==> config.mk <==
export PLATFORM = sky130hd
export DESIGN_NAME = fbc_top
export DESIGN_NICKNAME = d
export VERILOG_FILES = /design/src/design/fbc_pkg.sv /design/src/design/fbc_op_if.sv /design/src/design/fbc_engine.sv /design/src/design/fbc_pin_sync.sv /design/src/design/fbc_top.sv
export SDC_FILE = /design/constraint.sdc
export NUM_CORES = 1
export LEC_CHECK = 0
export ABC_CLOCK_PERIOD_IN_PS = 4700
export BUFFER_PORTS_ARGS = -buffer_cell sky130_fd_sc_hd__buf_2
export CORE_MARGIN = 10
export CORE_UTILIZATION = 45
export CTS_BUF_LIST = sky130_fd_sc_hd__clkbuf_8
export DETAILED_ROUTE_END_ITERATION = 6
export MAX_ROUTING_LAYER = met4
export PLACE_DENSITY = 0.74
export SLEW_MARGIN = 20
export SYNTH_ARGS = -nofsm -noshare
export SYNTH_HDL_FRONTEND = slang
export SYNTH_SLANG_ARGS = --single-unit
export TNS_END_PERCENT = 50
==> constraint.sdc <==
create_clock -name clk -period 4.7 [get_ports clk]
set_clock_uncertainty 0.05 [all_clocks]
set_input_delay 0.94 -clock clk [delete_from_list [all_inputs] [get_ports clk]]
set_output_delay 0.94 -clock clk [all_outputs]
set_load 0.02 [all_outputs]
==> src/design/fbc_pkg.sv <==
// package: opcodes, field layout, status bits and timing for the buffer command block
package fbc_pkg;

	// --------------------------------------------------------------
	// opcodes
	// --------------------------------------------------------------
	localparam logic [7:0] OPC_XFER_B1 = 8'h53;
	localparam logic [7:0] OPC_XFER_B2 = 8'h55;
	localparam logic [7:0] OPC_CMP_B1  = 8'h60;
	localparam logic [7:0] OPC_CMP_B2  = 8'h61;
	localparam logic [7:0] OPC_REWR_B1 = 8'h58;
	localparam logic [7:0] OPC_REWR_B2 = 8'h59;
	localparam logic [7:0] OPC_STATUS  = 8'hd7;

	// --------------------------------------------------------------
	// frame and address layout
	// --------------------------------------------------------------
	localparam int         CMD_BITS     = 32;
	localparam logic [5:0] CMD_BITS_W   = 6'h20;
	localparam logic [5:0] OPC_LAST_BIT = 6'h07;
	localparam int         PAGE_W       = 13;
	localparam int         STD_PAGE_LSB = 10;
	localparam int         BIN_PAGE_LSB = 9;

	// --------------------------------------------------------------
	// status bytes
	// --------------------------------------------------------------
	localparam int         SB_RDY      = 7;
	localparam int         SB_COMP     = 6;
	localparam int         SB_DENS_LSB = 2;
	localparam int         SB_PROT     = 1;
	localparam int         SB_PSIZE    = 0;
	localparam logic       PSIZE_STD   = 1'b0;
	localparam logic       PSIZE_BIN   = 1'b1;
	localparam logic       COMP_RST    = 1'b0;
	localparam logic [3:0] STAT_IDX_RST = 4'h0;

	// --------------------------------------------------------------
	// timing
	// --------------------------------------------------------------
	localparam int CLK_MHZ              = 25;
	localparam int PAGE_COPY_TIME_US    = 200;
	localparam int COMPARE_TIME_US      = 200;
	localparam int PAGE_REWRITE_TIME_US = 25000;
	localparam int CNT_W                = 20;

	typedef enum logic [1:0]
	{
		FBC_OP_COPY = 2'h0,
		FBC_OP_CMP  = 2'h1,
		FBC_OP_REWR = 2'h2
	} fbc_op_t;

endpackage

==> src/design/fbc_op_if.sv <==
// interface: operation launch and completion between command decoder and engine
`timescale 1ns/1ns
interface fbc_op_if;
	import fbc_pkg::*;

	logic    start;
	fbc_op_t op;
	logic    busy;
	logic    mismatch;

	modport ctl
	(
		output start,
		output op,
		input  busy,
		input  mismatch
	);

	modport eng
	(
		input  start,
		input  op,
		output busy,
		output mismatch
	);
endinterface

==> src/design/fbc_engine.sv <==
// module: self-timed internal page operations (copy, compare, rewrite)
`timescale 1ns/1ns
module fbc_engine
	import fbc_pkg::*;
#(
	parameter int COPY_CYC = PAGE_COPY_TIME_US * CLK_MHZ,
	parameter int CMP_CYC  = COMPARE_TIME_US * CLK_MHZ,
	parameter int REWR_CYC = PAGE_REWRITE_TIME_US * CLK_MHZ
)(
	input  wire logic clk,
	input  wire logic rst,
	input  wire logic arr_mismatch,
	fbc_op_if.eng     opi
);
	typedef enum logic [3:0]
	{
		FBC_ENG_IDLE = 4'b0001,
		FBC_ENG_COPY = 4'b0010,
		FBC_ENG_CMP  = 4'b0100,
		FBC_ENG_REWR = 4'b1000
	} fbc_eng_t;

	fbc_eng_t         state_r;
	logic [CNT_W-1:0] cnt_r;
	logic             busy_r;
	logic             mism_r;

	// --------------------------------------------------------------
	// operation sequencer
	// --------------------------------------------------------------
	always_ff @(posedge clk or posedge rst)
	begin
		if (rst)
		begin
			state_r <= FBC_ENG_IDLE;
			cnt_r   <= '0;
			busy_r  <= 1'b0;
		end
		else
		begin
			case (state_r)
				FBC_ENG_IDLE:
				begin
					if (opi.start)
					begin
						busy_r <= 1'b1;
						case (opi.op)
							FBC_OP_CMP:
							begin
								state_r <= FBC_ENG_CMP;
								cnt_r   <= CNT_W'(CMP_CYC - 1);
							end
							FBC_OP_REWR:
							begin
								state_r <= FBC_ENG_REWR;
								cnt_r   <= CNT_W'(REWR_CYC - 1);
							end
							default:
							begin
								state_r <= FBC_ENG_COPY;
								cnt_r   <= CNT_W'(COPY_CYC - 1);
							end
						endcase
					end
				end
				FBC_ENG_COPY, FBC_ENG_CMP, FBC_ENG_REWR:
				begin
					if (cnt_r == '0)
					begin
						state_r <= FBC_ENG_IDLE;
						busy_r  <= 1'b0;
					end
					else
						cnt_r <= cnt_r - 1'b1;
				end
				default:
				begin
					state_r <= FBC_ENG_IDLE;
					busy_r  <= 1'b0;
				end
			endcase
		end
	end

	// compare outcome lands when the compare finishes
	always_ff @(posedge clk or posedge rst)
	begin
		if (rst)
			mism_r <= COMP_RST;
		else if (state_r == FBC_ENG_CMP && cnt_r == '0)
			mism_r <= arr_mismatch;
	end

	assign opi.busy     = busy_r;
	assign opi.mismatch = mism_r;
endmodule

==> src/design/fbc_pin_sync.sv <==
// module: two-flop pin synchroniser with edge detection behind the second stage
`timescale 1ns/1ns
module fbc_pin_sync #(
	parameter int         W       = 5,
	parameter logic [4:0] RST_VAL = 5'h01
)(
	input  wire logic         clk,
	input  wire logic         rst,
	input  wire logic [W-1:0] d_in,
	output logic      [W-1:0] q,
	output logic      [W-1:0] rise,
	output logic      [W-1:0] fall
);
	logic [W-1:0] meta_r;
	logic [W-1:0] q_r;
	logic [W-1:0] prev_r;

	always_ff @(posedge clk or posedge rst)
	begin
		if (rst)
		begin
			meta_r <= RST_VAL[W-1:0];
			q_r    <= RST_VAL[W-1:0];
			prev_r <= RST_VAL[W-1:0];
		end
		else
		begin
			meta_r <= d_in;
			q_r    <= meta_r;
			prev_r <= q_r;
		end
	end

	assign q    = q_r;
	assign rise = q_r & ~prev_r;
	assign fall = ~q_r & prev_r;
endmodule

==> src/design/fbc_top.sv <==
// module: serial command decoder for buffer transfer, compare, rewrite and status read
// --------------------------------------------------------------
// What this block does
// - opcodes 53h/55h copy a page into buffer one/two; three address bytes follow.
// - 528-byte mode address: one dummy bit, thirteen page bits, ten dummy bits.
// - 512-byte mode address: two dummy bits, page from address bits 21..9, nine dummy.
// - command bits load with chip select low; copy starts when chip select rises.
// - busy is reported during the page copy, ready once it finishes.
// - opcodes 60h/61h compare a page with buffer one/two, same address layouts.
// - compare starts on chip select rise, busy throughout, result goes to status bit 6.
// - compare flag is 0 when page and buffer match, 1 when any bit differs.
// - opcodes 58h/59h rewrite a page via buffer one/two, same address layouts.
// - rewrite copies page to buffer then reprograms it, busy until done.
// - status opcode D7h, then one status bit per clock on serial output.
// - status is two bytes, repeating from the first while selected and clocked.
// - status refreshed continuously; ready/busy in both bytes, updated each byte.
// - status read accepted at any moment, even while an operation runs.
// - chip select rise ends status read anywhere and floats serial output.
// - first byte bit 7 is ready/busy, 0 busy and 1 idle.
// - first byte bits 5..2 hold the fixed density code.
// - first byte bit 1 shows sector protection enabled (1) or disabled (0).
// - first byte bit 0 shows page size, 0 for 528 and 1 for 512 bytes.
// - second byte bit 7 repeats ready/busy, 0 busy and 1 ready.
// --------------------------------------------------------------
`timescale 1ns/1ns
module fbc_top
	import fbc_pkg::*;
#(
	parameter int         COPY_CYC     = PAGE_COPY_TIME_US * CLK_MHZ,
	parameter int         CMP_CYC      = COMPARE_TIME_US * CLK_MHZ,
	parameter int         REWR_CYC     = PAGE_REWRITE_TIME_US * CLK_MHZ,
	// density code value is arbitrary
	parameter logic [3:0] DENSITY_CODE = 4'h5
)(
	input  wire logic              clk,
	input  wire logic              rst,
	input  wire logic              cs_n,
	input  wire logic              sck,
	input  wire logic              si,
	input  wire logic              page_size_cfg,
	input  wire logic              protect_en,
	input  wire logic              arr_mismatch,
	output logic                   so,
	output logic                   so_oe,
	output logic                   busy,
	output logic                   arr_start,
	output fbc_op_t                arr_op,
	output logic                   arr_buf,
	output logic      [PAGE_W-1:0] arr_page
);
	// --------------------------------------------------------------
	// pin synchronisation
	// --------------------------------------------------------------
	logic [4:0] pin_q;
	logic [4:0] pin_rise;
	logic [4:0] pin_fall;
	logic       cs_n_s;
	logic       si_s;
	logic       psize_s;
	logic       prot_s;
	logic       sck_rise;
	logic       sck_fall;
	logic       cs_rise;

	fbc_pin_sync #(
		.W       (5),
		.RST_VAL (5'h01)
	) u_sync (
		.clk  (clk),
		.rst  (rst),
		.d_in ({protect_en, page_size_cfg, si, sck, cs_n}),
		.q    (pin_q),
		.rise (pin_rise),
		.fall (pin_fall)
	);

	assign cs_n_s   = pin_q[0];
	assign si_s     = pin_q[2];
	assign psize_s  = pin_q[3];
	assign prot_s   = pin_q[4];
	assign sck_rise = pin_rise[1] & ~cs_n_s;
	assign sck_fall = pin_fall[1] & ~cs_n_s;
	assign cs_rise  = pin_rise[0];

	// --------------------------------------------------------------
	// engine
	// --------------------------------------------------------------
	fbc_op_if opi ();

	fbc_engine #(
		.COPY_CYC (COPY_CYC),
		.CMP_CYC  (CMP_CYC),
		.REWR_CYC (REWR_CYC)
	) u_engine (
		.clk          (clk),
		.rst          (rst),
		.arr_mismatch (arr_mismatch),
		.opi          (opi)
	);

	// --------------------------------------------------------------
	// decode helpers
	// --------------------------------------------------------------
	function automatic logic [PAGE_W-1:0] page_of(input logic [23:0] a, input logic bin);
		logic [PAGE_W-1:0] p;
		if (bin == PSIZE_BIN)
			p = a[BIN_PAGE_LSB +: PAGE_W];
		else
			p = a[STD_PAGE_LSB +: PAGE_W];
		return p;
	endfunction

	function automatic logic opc_known(input logic [7:0] o);
		return o == OPC_XFER_B1 || o == OPC_XFER_B2 || o == OPC_CMP_B1 ||
			o == OPC_CMP_B2 || o == OPC_REWR_B1 || o == OPC_REWR_B2;
	endfunction

	function automatic fbc_op_t opc_kind(input logic [7:0] o);
		fbc_op_t k;
		case (o)
			OPC_CMP_B1, OPC_CMP_B2:   k = FBC_OP_CMP;
			OPC_REWR_B1, OPC_REWR_B2: k = FBC_OP_REWR;
			default:                  k = FBC_OP_COPY;
		endcase
		return k;
	endfunction

	function automatic logic opc_buf2(input logic [7:0] o);
		return o == OPC_XFER_B2 || o == OPC_CMP_B2 || o == OPC_REWR_B2;
	endfunction

	// --------------------------------------------------------------
	// command shift-in
	// --------------------------------------------------------------
	logic [5:0]  bit_cnt_r;
	logic [31:0] cmd_sr_r;
	logic [7:0]  opc_nxt;
	logic        stat_act_r;

	assign opc_nxt = {cmd_sr_r[6:0], si_s};

	always_ff @(posedge clk or posedge rst)
	begin
		if (rst)
			bit_cnt_r <= '0;
		else if (cs_n_s)
			bit_cnt_r <= '0;
		else if (sck_rise && bit_cnt_r != CMD_BITS_W)
			bit_cnt_r <= bit_cnt_r + 1'b1;
	end

	// bits beyond the frame are not shifted, so the opcode stays on top
	always_ff @(posedge clk or posedge rst)
	begin
		if (rst)
			cmd_sr_r <= '0;
		else if (sck_rise && bit_cnt_r != CMD_BITS_W)
			cmd_sr_r <= {cmd_sr_r[30:0], si_s};
	end

	// status read mode entered on the eighth bit of a status opcode
	always_ff @(posedge clk or posedge rst)
	begin
		if (rst)
			stat_act_r <= 1'b0;
		else if (cs_n_s)
			stat_act_r <= 1'b0;
		else if (sck_rise && bit_cnt_r == OPC_LAST_BIT && opc_nxt == OPC_STATUS)
			stat_act_r <= 1'b1;
	end

	// --------------------------------------------------------------
	// operation launch on chip select rise
	// --------------------------------------------------------------
	logic              start_r;
	fbc_op_t           op_r;
	logic              buf_r;
	logic [PAGE_W-1:0] page_r;
	logic              busy_r;
	logic              busy_now;
	logic              start_nxt;

	// the launch cycle already counts as busy, so a frame right behind it is dropped
	assign busy_now = opi.busy | start_r;

	// a short frame never reaches the full count and is dropped
	assign start_nxt = cs_rise && bit_cnt_r == CMD_BITS_W && !busy_now &&
		opc_known(cmd_sr_r[31:24]);

	always_ff @(posedge clk or posedge rst)
	begin
		if (rst)
			start_r <= 1'b0;
		else
			start_r <= start_nxt;
	end

	// launch fields hold until the next accepted command
	always_ff @(posedge clk or posedge rst)
	begin
		if (rst)
		begin
			op_r   <= FBC_OP_COPY;
			buf_r  <= 1'b0;
			page_r <= '0;
		end
		else if (start_nxt)
		begin
			op_r   <= opc_kind(cmd_sr_r[31:24]);
			buf_r  <= opc_buf2(cmd_sr_r[31:24]);
			page_r <= page_of(cmd_sr_r[23:0], psize_s);
		end
	end

	assign opi.start = start_r;
	assign opi.op    = op_r;

	always_ff @(posedge clk or posedge rst)
	begin
		if (rst)
			busy_r <= 1'b0;
		else
			busy_r <= busy_now;
	end

	// --------------------------------------------------------------
	// status output
	// --------------------------------------------------------------
	logic [7:0] stat_b1;
	logic [7:0] stat_b2;
	logic [7:0] stat_byte;
	logic [7:0] stat_sr_r;
	logic [3:0] stat_idx_r;
	logic       so_r;
	logic       so_oe_r;

	always_comb
	begin
		stat_b1                      = '0;
		stat_b1[SB_RDY]              = ~busy_now;
		stat_b1[SB_COMP]             = opi.mismatch;
		stat_b1[SB_DENS_LSB +: 4]    = DENSITY_CODE;
		stat_b1[SB_PROT]             = prot_s;
		stat_b1[SB_PSIZE]            = psize_s;
		stat_b2                      = '0;
		stat_b2[SB_RDY]              = ~busy_now;
		stat_byte                    = stat_idx_r[3] ? stat_b2 : stat_b1;
	end

	// byte position: wraps after the second byte to repeat the first
	always_ff @(posedge clk or posedge rst)
	begin
		if (rst)
			stat_idx_r <= STAT_IDX_RST;
		else if (cs_n_s)
			stat_idx_r <= STAT_IDX_RST;
		else if (sck_fall && stat_act_r)
			stat_idx_r <= stat_idx_r + 1'b1;
	end

	// a byte is captured whole at its first bit, ready/busy included
	always_ff @(posedge clk or posedge rst)
	begin
		if (rst)
		begin
			stat_sr_r <= '0;
			so_r      <= 1'b0;
		end
		else if (sck_fall && stat_act_r)
		begin
			if (stat_idx_r[2:0] == 3'h0)
			begin
				so_r      <= stat_byte[7];
				stat_sr_r <= {stat_byte[6:0], 1'b0};
			end
			else
			begin
				so_r      <= stat_sr_r[7];
				stat_sr_r <= {stat_sr_r[6:0], 1'b0};
			end
		end
	end

	always_ff @(posedge clk or posedge rst)
	begin
		if (rst)
			so_oe_r <= 1'b0;
		else if (cs_n_s)
			so_oe_r <= 1'b0;
		else if (sck_fall && stat_act_r)
			so_oe_r <= 1'b1;
	end

	// --------------------------------------------------------------
	// outputs
	// --------------------------------------------------------------
	assign so        = so_r;
	assign so_oe     = so_oe_r;
	assign busy      = busy_r;
	assign arr_start = start_r;
	assign arr_op    = op_r;
	assign arr_buf   = buf_r;
	assign arr_page  = page_r;
endmodule

# Word level (Yosys, flattened, before mapping)
# Cells that the tools add are included.
# word_totals
out_inout_bits,20
reg_bits,109
wordCells,101
input_bits,8
# op_classes
n_eq_ne,19
muxes,24
reduce_logical,27
n_addsub,3
n_bitwise,9
# ops
op,n
$mux 20,3
$eq 8x7->1 const B,6
$pmux 20 s2,1
$logic_not 20->1,1
$sub 20x1->20 const B,1
$mux 4,4
$pmux 4 s2,2
$mux 13,1
$mux 6,2
$eq 8x8->1 const B,1
$logic_and 1x1->1,8
$mux 8,1
$reduce_bool 2->1,4
$logic_or 1x1->1,7
$mux 1,7
$mux 7,1
$add 6x1->6 const B,1
$eq 6x3->1 const B,1
$eq 6x6->1 const B,1
$ne 6x6->1 const B,1
$add 4x1->4 const B,1
$and 2x2->2,2
$eq 4x1->1 const B,1
$eq 4x2->1 const B,1
18 further kinds,23

# Longest topological paths before layout
# Gate-level depths: netlist of the first run.
# logic_depth
depth_word,7
mapped_depth,8
depth_no_buf,8

# Cells and area by module
# Synthesis of the first run repeated with hierarchy kept, for this count alone.
# unflattened
hier_cells,436
area_unflattened_um2,5191.2
# modules_own_cells
mod,seq_area_each_um2,area_each_um2,n_inst,cells_each
fbc_top,1751.7,3183.1,1,244
fbc_engine,651.9,1537.7,1,166
fbc_pin_sync,379.1,470.5,1,26

# Least setup slack after synthesis of the first run
# OpenSTA, ideal clock, no wires.
# synth_path
path_kind,flip-flop to flip-flop
from,"register start_r, in the netlist arr_start"
to,"register buf_r, in the netlist arr_buf"
arrival_ps,2195
synth_period_minus_slack_ps,2370
slack_ps,2330
path_stages_with_launch,7
setup_ps,125
n_path_buf,1
required_ps,4525
cell_sequence,dfrtp_1 -> or2_4 -> or3b_1 -> or4_4 -> a21oi_4 -> buf_12 -> mux2_4
# synth_between
elab_chain_len,4
# synth_lines
element,line,source
"start, declared",fbc_top.sv:175,logic start_r;
"start signal, assigned",fbc_top.sv:195,start_r <= start_nxt;
$or 1x1->1,fbc_top.sv:184,assign busy_now = opi.busy | start_r;
net busy_now,fbc_top.sv:180,logic busy_now;
$logic_not 1->1,fbc_top.sv:187,assign start_nxt = cs_rise && bit_cnt_r == CMD_BITS_W && !busy_now &&
$logic_and 1x1->1 (2 in a row),fbc_top.sv:187,
net start_nxt,fbc_top.sv:181,logic start_nxt;
"end signal, assigned",fbc_top.sv:210,buf_r <= opc_buf2(cmd_sr_r[31:24]);
"end, declared",fbc_top.sv:177,logic buf_r;
# The timed path passes the listed nets, and every way through them passes these cells.
# A chain may end at the register's enable or synchronous reset.

# Worst setup path in the final report of the first run
# layout_path
from,"register u_sync.q_r[0], in the netlist u_sync.q[0]"
to,"register page_r[10], in the netlist arr_page[10]"
# layout_between
elab_chain_len,4
# layout_lines
element,line,source
"start, declared",fbc_pin_sync.sv:15,logic [W-1:0] q_r;
"start signal, assigned",fbc_pin_sync.sv:23,q_r <= RST_VAL[W-1:0];
"start signal, assigned",fbc_pin_sync.sv:29,q_r <= meta_r;
$and 2x2->2,fbc_pin_sync.sv:35,assign rise = q_r & ~prev_r;
$logic_and 1x1->1 (3 in a row),fbc_top.sv:187,
"end signal, assigned",fbc_top.sv:211,"page_r <= page_of(cmd_sr_r[23:0], psize_s);"
"end, declared",fbc_top.sv:178,logic [PAGE_W-1:0] page_r;
# Every way passes these cells.

==> impl_metrics.py, run 1 <==
metrics = {
    "cts": {
        "h-tree-depth": 3,
        "cts.sinks": 108,
        "cts_tree": "yes",
        "ctsRootBufferMaster": "clkbuf_8",
        "postCtsSetupRepairBufs": 0,
        "cts_hold_buf": 0,
        "numCtsBuffers": 9,
        "postCtsResizedCells": 0,
        "clk_path_buf_depth": 2,
        "clk_latency_ns": 0.38,
        "clkTransAtPathRegs_ns": 0.09,
    },
    "global_route": {
        "grt_pass1_vias": 3264,
        "track_usage_pct": 12.14,
        "grt_start_max_net_pins": 68,
        "grt_first_pass_wirelength_um": 15740,
        "antenna_found_initial": 0,
        "grt-ovfl-total": 0,
    },
    "timing": {
        "fmax_ghz": 0.3743,
        "slew_violations": 0,
        "period_minus_slack_ns": 2.672,
        "rsz0062_at_grt": "no",
        "finalCritPeriodShare_pct": 56.85,
        "worstMarginPinSlew_ns": 0.7970,
        "slew_headroom_pct": 46.87,
        "fin_setup_tns_ns": 0,
        "hold_viol": 0,
        "finalSetupViolCount": 0,
    },
    "floorplanning": {
        "coreArea_mm2": 0.01079,
        "die_area_mm2": 0.01562,
        "rows": 38,
        "initial_core_util_pct": 45.94,
        "die_w_um": 125.0,
        "ios": 28,
        "die_y_um": 125.0,
    },
    "setup_path": {
        "timing.rr.start": "u_sync.q[0]",
        "start_kind": "register",
        "crit_fanout": 17,
        "r2r_end": "arr_page[10]",
        "critical_path_required_ns": 4.91,
        "slowest_delay_ns": 0.71,
        "critPathCaptureType": "register",
        "cp_slowest_cell": "dfstp_2",
        "reg2reg_depth": 4,
        "crit_type": "reg2reg",
        "critPathCapture": "arr_page[10]",
        "critPathLaunch": "u_sync.q[0]",
        "r2r_slack_ns": 2.03,
        "worstPathCellList": "or3b_1 > or4_4 > a21oi_4 > mux2_2",
        "cp.arrival_ns": 2.88,
    },
    "cells_and_area": {
        "drive_gt1_share_pct": 28.93,
        "diodes": 0,
        "finalNetCount": 450,
        "layout.cells.non_filler": 579,
        "final_cell_mix": "dfrtp_1, mux2_2, nor2_1, buf_2, nand2_1",
        "area_delta_synth_final_pct": 9.134,
        "final_common_cell": "dfrtp_1",
    },
    "route": {
        "via_per_inst": 5.553,
        "first_pass_iters": 4,
        "routed_wl_um": 9101,
        "wl_per_cell_um": 15.72,
        "drc_errors": 0,
        "vias": 3215,
        "final_antenna_net_count": 0,
        "first_iter_violations": 201,
    },
    "power_and_ir_drop": {
        "ir_drop_mv": 0.2564,
        "p_leak_uw": 0.002650,
        "pwr_density_cell_mw_per_mm2": 314.5,
    },
    "job": {
        "cap_violations": 0,
    },
    "placement": {
        "dpl.hpwl_um": 6252,
        "place_inst": 563,
        "place.gp.congestion": 0.8667,
        "io_buffers": 27,
    },
    "yosys": {
        "synth_edf_count": 0,
        "synth-seq-area-share_pct": 54.61,
        "syn_area_mm2": 0.004959,
        "async_reset_ff_share_pct": 100.0,
        "yosysWarnings": 0,
        "synth.avg_cell_area_um2": 12.04,
        "ys.flop_type": "dfrtp_1",
        "ys_seq_elements": 108,
        "syn-num-nets": 428,
        "synthCells": 412,
        "yosys.cell_types.count": 60,
    },
    "worst_hold_path": {
        "hp-class": "reg2reg",
    },
    "status": {
        "outcome": "completed",
    },
}
-- worst min path at each step --
stage	to	slack, ns	cells after the start	startpoint
floorplan	u_sync.q[1]	0.28	0	u_sync.meta_r[1]
global placement	u_sync.q[3]	0.28	0	u_sync.meta_r[3]
detailed placement	u_sync.q[4]	0.29	0	u_sync.meta_r[4]
CTS	u_sync.q[4]	0.31	0	u_sync.meta_r[4]
global route	u_sync.q[2]	0.32	0	u_sync.meta_r[2]
finish	u_sync.q[1]	0.31	0	u_sync.meta_r[1]
-- worst max-delay path, delay by kind of cell (launching register included) --
family	cells	cell delay (ns)
compound gates	1	0.55
simple gates	2	0.84
mux	1	0.40
flops	1	0.71
-- through the flow --
stage | utilization, % | total power [uW] | area, um^2 | worst slack [ns] | hold WS [ns]
2_1_floorplan | - | 1071 | 4959 | 0.8710 | 0.2812
3_3_place_gp | 48.05 | 1091 | 5186 | 2.074 | 0.2815
3_5_place_dp | 48.05 | 1097 | 5186 | 2.005 | 0.2873
4_1_cts | 50.14 | 1722 | 5411 | 1.989 | 0.3098
5_1_grt | 50.14 | 1771 | 5411 | 1.883 | 0.3167
6_report | 50.14 | 1702 | 5411 | 2.028 | 0.3072
-- cell usage after synthesis (all sizes together), types with 3 or more instances --
library cell  number  area [um^2]
dfrtp            104         2603
a31oi              7        43.79
or3                3        23.77
buf                9        72.57
and3               3        18.77
or4                6        48.80
nand2             23        88.84
a21oi             18        101.4
inv               15        56.30
o2111ai            3        26.28
mux2              60        705.7
ha                 8        100.1
nor3b              6        45.04
nor2              30        112.6
xor2              11        96.34
a22o               3        26.28
o21ai             15        86.34
nand4              3        18.77
clkbuf            10        37.54
or2                4        27.53
mux2i              3        30.03
o31ai              4        30.03
dfstp              4        105.1
xnor2              4        35.03
nor4bb             3        30.03
nand3              7        35.03
nor3              11        55.05
a31o               4        35.03
-- per-layer routing --
layer / global-route usage, % / wire (um) / part of all wire [%] / vias to the layer above
met4: 4.810 / 166 / 1.8 / 0
li1: - / - / - / 1522
met2: 19.59 / 4534 / 50 / 72
met5: - / 0 / 0 / -
met1: 14.38 / 3979 / 44 / 1606
met3: 2.831 / 420 / 4.6 / 15
-- power breakdown --
part | internal, uW | leakage, uW | total [uW] | switching, uW
clock | 305 | 0.000117 | 626 | 321
sequential | 969 | 0.00146 | 997 | 28.4
combinational | 42.3 | 0.00107 | 79.1 | 36.8
total | 1320 | 0.00265 | 1700 | 386
-- area by class of cell --
type,count,area [um^2]
Clock buffer,9,123.9
Clock inverter,7,101.3
Fill cell,937,5381
Inverter,15,58.81
Multi-Input combinational cell,270,2087
Sequential cell,108,2708
Tap cell,140,175.2
Timing Repair Buffer,30,157.7
-- sequential cells by signal, indices dropped and copies added (netlist names), 2 cells and up --
signal and cells:
bit_cnt_r 6, u_sync.meta_r 5, stat_idx_r 4, stat_sr_r 7, u_engine.cnt_r 20, u_engine.state_r 4, cmd_sr_r 32, u_sync.prev_r 2
u_sync.q 5, arr_op 2, arr_page 13
-- logic make-up after synthesis --
family                     synth area share [%]
AOI/OAI and AO/OA                         9.614
muxes                                     14.84
DFF                                       54.61
adders and majority gates                 2.019
and+or+nand+nor                           12.92
xor gates and xnor gates                  2.649
buffers and inverters                     3.356
(Power assumes the default switching activity.)
==> run 2: changes to the inputs <==
--- a/config.mk
+++ b/config.mk
@@ -5,7 +5,8 @@
 export SDC_FILE = /design/constraint.sdc
 export NUM_CORES = 1
 export LEC_CHECK = 0
-export ABC_CLOCK_PERIOD_IN_PS = 4700
+export ABC_AREA = 1
+export ABC_CLOCK_PERIOD_IN_PS = 2800
 export BUFFER_PORTS_ARGS = -buffer_cell sky130_fd_sc_hd__buf_2
 export CORE_MARGIN = 10
 export CORE_UTILIZATION = 45
==> constraint.sdc (replaced) <==
create_clock -name clk -period 2.8 [get_ports clk]
set_clock_uncertainty 0.05 [all_clocks]
set_input_delay 0.56 -clock clk [delete_from_list [all_inputs] [get_ports clk]]
set_output_delay 0.56 -clock clk [all_outputs]
set_load 0.02 [all_outputs]
==> impl_metrics.py, run 2 <==
metrics = {
    "placement": {
        "dpl.hpwl_um": 7403,
        "place.gp.congestion": 0.8502,
        "placed_cell_area_mm2": 0.005463,
        "io_buffers": 27,
    },
    "timing": {
        "fmax_ghz": 0.4989,
        "slew_violations": 0,
        "rsz0062_at_grt": "no",
        "fin_setup_tns_ns": 0,
        "period_minus_slack_ns": 2.004,
        "slew_headroom_pct": 52.03,
        "hold_viol": 0,
        "worstMarginPinSlew_ns": 0.7196,
        "finalSetupViolCount": 0,
        "finalCritPeriodShare_pct": 71.59,
        "hold_slack_ns": 0.1487,
    },
    "setup_path": {
        "crit_top_cell": "nand2_1",
        "critPathLaunch": "u_engine.cnt_r[9]",
        "crit_fanout": 33,
        "crit_type": "reg2reg",
        "start_kind": "register",
        "critPathCaptureType": "register",
        "path_buf_inv": 1,
        "timing.rr.start": "u_engine.cnt_r[9]",
        "critical_path_required_ns": 3.01,
        "cp_top_family": "simple AND/OR/NAND/NOR gates",
        "slowest_delay_ns": 0.46,
        "r2r_slack_ns": 0.80,
        "cp_slowest_cell": "dfrtp_1",
        "cp.arrival_ns": 2.21,
        "worstPathCellList": "nor2_4 > nand2_1 > nor2_2 > nand3b_1 > nand2_1 > nand2_1 > nand2_4 > inv_2 > nand2_1 > nand2_1",
    },
    "yosys": {
        "synth_xor_xnor_area_share_pct": 0.3383,
        "syn-num-nets": 661,
        "synth-seq-area-share_pct": 52.30,
        "yosysWarnings": 0,
        "async_reset_ff_share_pct": 100.0,
        "yosysMostFrequentCell": "nand2_1",
        "synthCells": 645,
        "synth.avg_cell_area_um2": 8.027,
        "ys.flop_type": "dfrtp_1",
        "synth_largest_area_cell": "dfrtp_1",
        "synth-compound-area-share_pct": 9.812,
        "syn_area_mm2": 0.005177,
        "synth_top_area_share_pct": 50.27,
        "ys_top_cells_by_area": "dfrtp_1, nand2_1, o21ai_0",
        "synth_edf_count": 0,
        "synth-simple-area-share_pct": 27.69,
        "synthMuxAreaShare_pct": 0,
        "synth_commonest_cells": "nand2_1, dfrtp_1, inv_1, o21ai_0, nor2_1",
        "yosys.cell_types.count": 36,
        "ys_seq_elements": 108,
        "synth_top_family_by_area": "simple AND/OR/NAND/NOR gates",
        "synth_fa_ha_area_share_pct": 1.933,
    },
    "global_route": {
        "grt_start_max_net_pins": 41,
        "grt-ovfl-total": 0,
        "antenna_found_initial": 0,
        "grt_pass1_vias": 4026,
        "track_usage_pct": 13.58,
        "grt_first_pass_wirelength_um": 18350,
    },
    "route": {
        "routed_wl_um": 10640,
        "drc_errors": 0,
        "wl_per_cell_um": 12.99,
        "via_per_inst": 5.114,
        "first_pass_iters": 5,
        "first_iter_violations": 301,
        "vias": 4188,
        "final_antenna_net_count": 0,
    },
    "cts": {
        "clk_path_buf_depth": 2,
        "cts_tree": "yes",
        "cts_hold_buf": 0,
        "cts.sinks": 108,
        "clk_latency_ns": 0.37,
        "postCtsSetupRepairBufs": 0,
        "postCtsResizedCells": 0,
        "h-tree-depth": 3,
        "numCtsBuffers": 9,
        "clkTransAtPathRegs_ns": 0.10,
        "ctsRootBufferMaster": "clkbuf_8",
    },
    "cells_and_area": {
        "final_cell_mix": "nand2_1, dfrtp_1, inv_1, o21ai_0, nor2_1",
        "diodes": 0,
        "largest_register_ffs": 32,
        "drive_gt1_share_pct": 10.36,
        "design_area_mm2": 0.005705,
        "nFillCells": 1082,
        "multi_input_area_mm2": 0.002059,
        "largest-register": "cmd_sr_r",
        "area_delta_synth_final_pct": 10.20,
        "seq_area_mm2": 0.002708,
        "final_common_cell": "nand2_1",
        "finalNetCount": 688,
    },
    "power_and_ir_drop": {
        "pwr_density_cell_mw_per_mm2": 502.1,
        "ir_drop_mv": 0.4266,
        "p_leak_uw": 0.002930,
    },
    "status": {
        "outcome": "completed",
    },
    "floorplanning": {
        "ios": 28,
        "die_w_um": 127.3,
        "coreArea_mm2": 0.01132,
        "initial_core_util_pct": 45.73,
        "die_y_um": 127.3,
        "die_area_mm2": 0.01620,
        "rows": 39,
    },
    "job": {
        "cap_violations": 0,
    },
    "worst_hold_path": {
        "hp-class": "in2async",
    },
}
==> run 2: cell types whose count changed after synthesis, moves of 10 or more <==
cell     previous run  this run
nand2_1            22       206
inv_1              15        76
nand3_1             7        41
mux2_2             52         0
nor2_1             30        52
a21oi_1            17         6
o21ai_0            14        74
nand4_1             3        13
==> run 2: logic make-up (layout without fill, tap and decap cells) <==
family | count (synthesis) | after routing
xor gates and xnor gates | 2 | 2
adders and majority gates | 8 | 8
DFF | 108 | 108
AOI/OAI and AO/OA | 96 | 96
and+or+nand+nor | 334 | 334
buffers and inverters | 97 | 128
==> run 2: report_power, final <==
part / switching (uW) / internal (uW)
Sequential: 26.0 / 1600
Clock: 534 / 602
Combinational: 72.9 / 30.6
Total: 633 / 2230
==> run 2: final timing paths <==
kind | endpoint | depth (start not counted)
setup / recovery | u_engine.cnt_r[19] | 10
hold / removal | arr_start | 2
setup reg to reg | u_engine.cnt_r[19] | 10
hold reg to reg | u_sync.q[2] | 0
max in group asynchronous | u_sync.prev_r[0] | 3
min in group clk | u_sync.meta_r[0] | 1
==> run 2: layout make-up <==
type                            count  share of cell area, %
Sequential cell                   108                  47.46
Multi-Input combinational cell    440                  36.10
Inverter                           78                  5.197
Timing Repair Buffer               35                  3.860
Tap cell                          143                  3.136
Clock buffer                        9                  2.171
Clock inverter                      6                  2.083
==> run 2: metrics by stage <==
stage               setup WS (ns)  total power (uW)  std cells  util (%)
floorplan                  0.8918              1722        645         -
global placement           0.9195              1756        804     48.25
detailed placement         0.8515              1762        804     48.25
CTS                        0.8233              2901        819     50.40
global route               0.5827              2982        819     50.40
finish                     0.7956              2865        819     50.40
==> run 2: metal layers <==
metal	routed length, um	track usage [%]
met1	4961	16.60
met2	5194	22.00
met3	367	3.102
met4	112	3.952
met5	0	-
==> run 2: worst register-to-register path, delay by kind of cell, from the launching register on <==
family,cells,cell delay (ns)
buffers and inverters,1,0.17
and+or+nand+nor,9,1.24
DFF,1,0.46
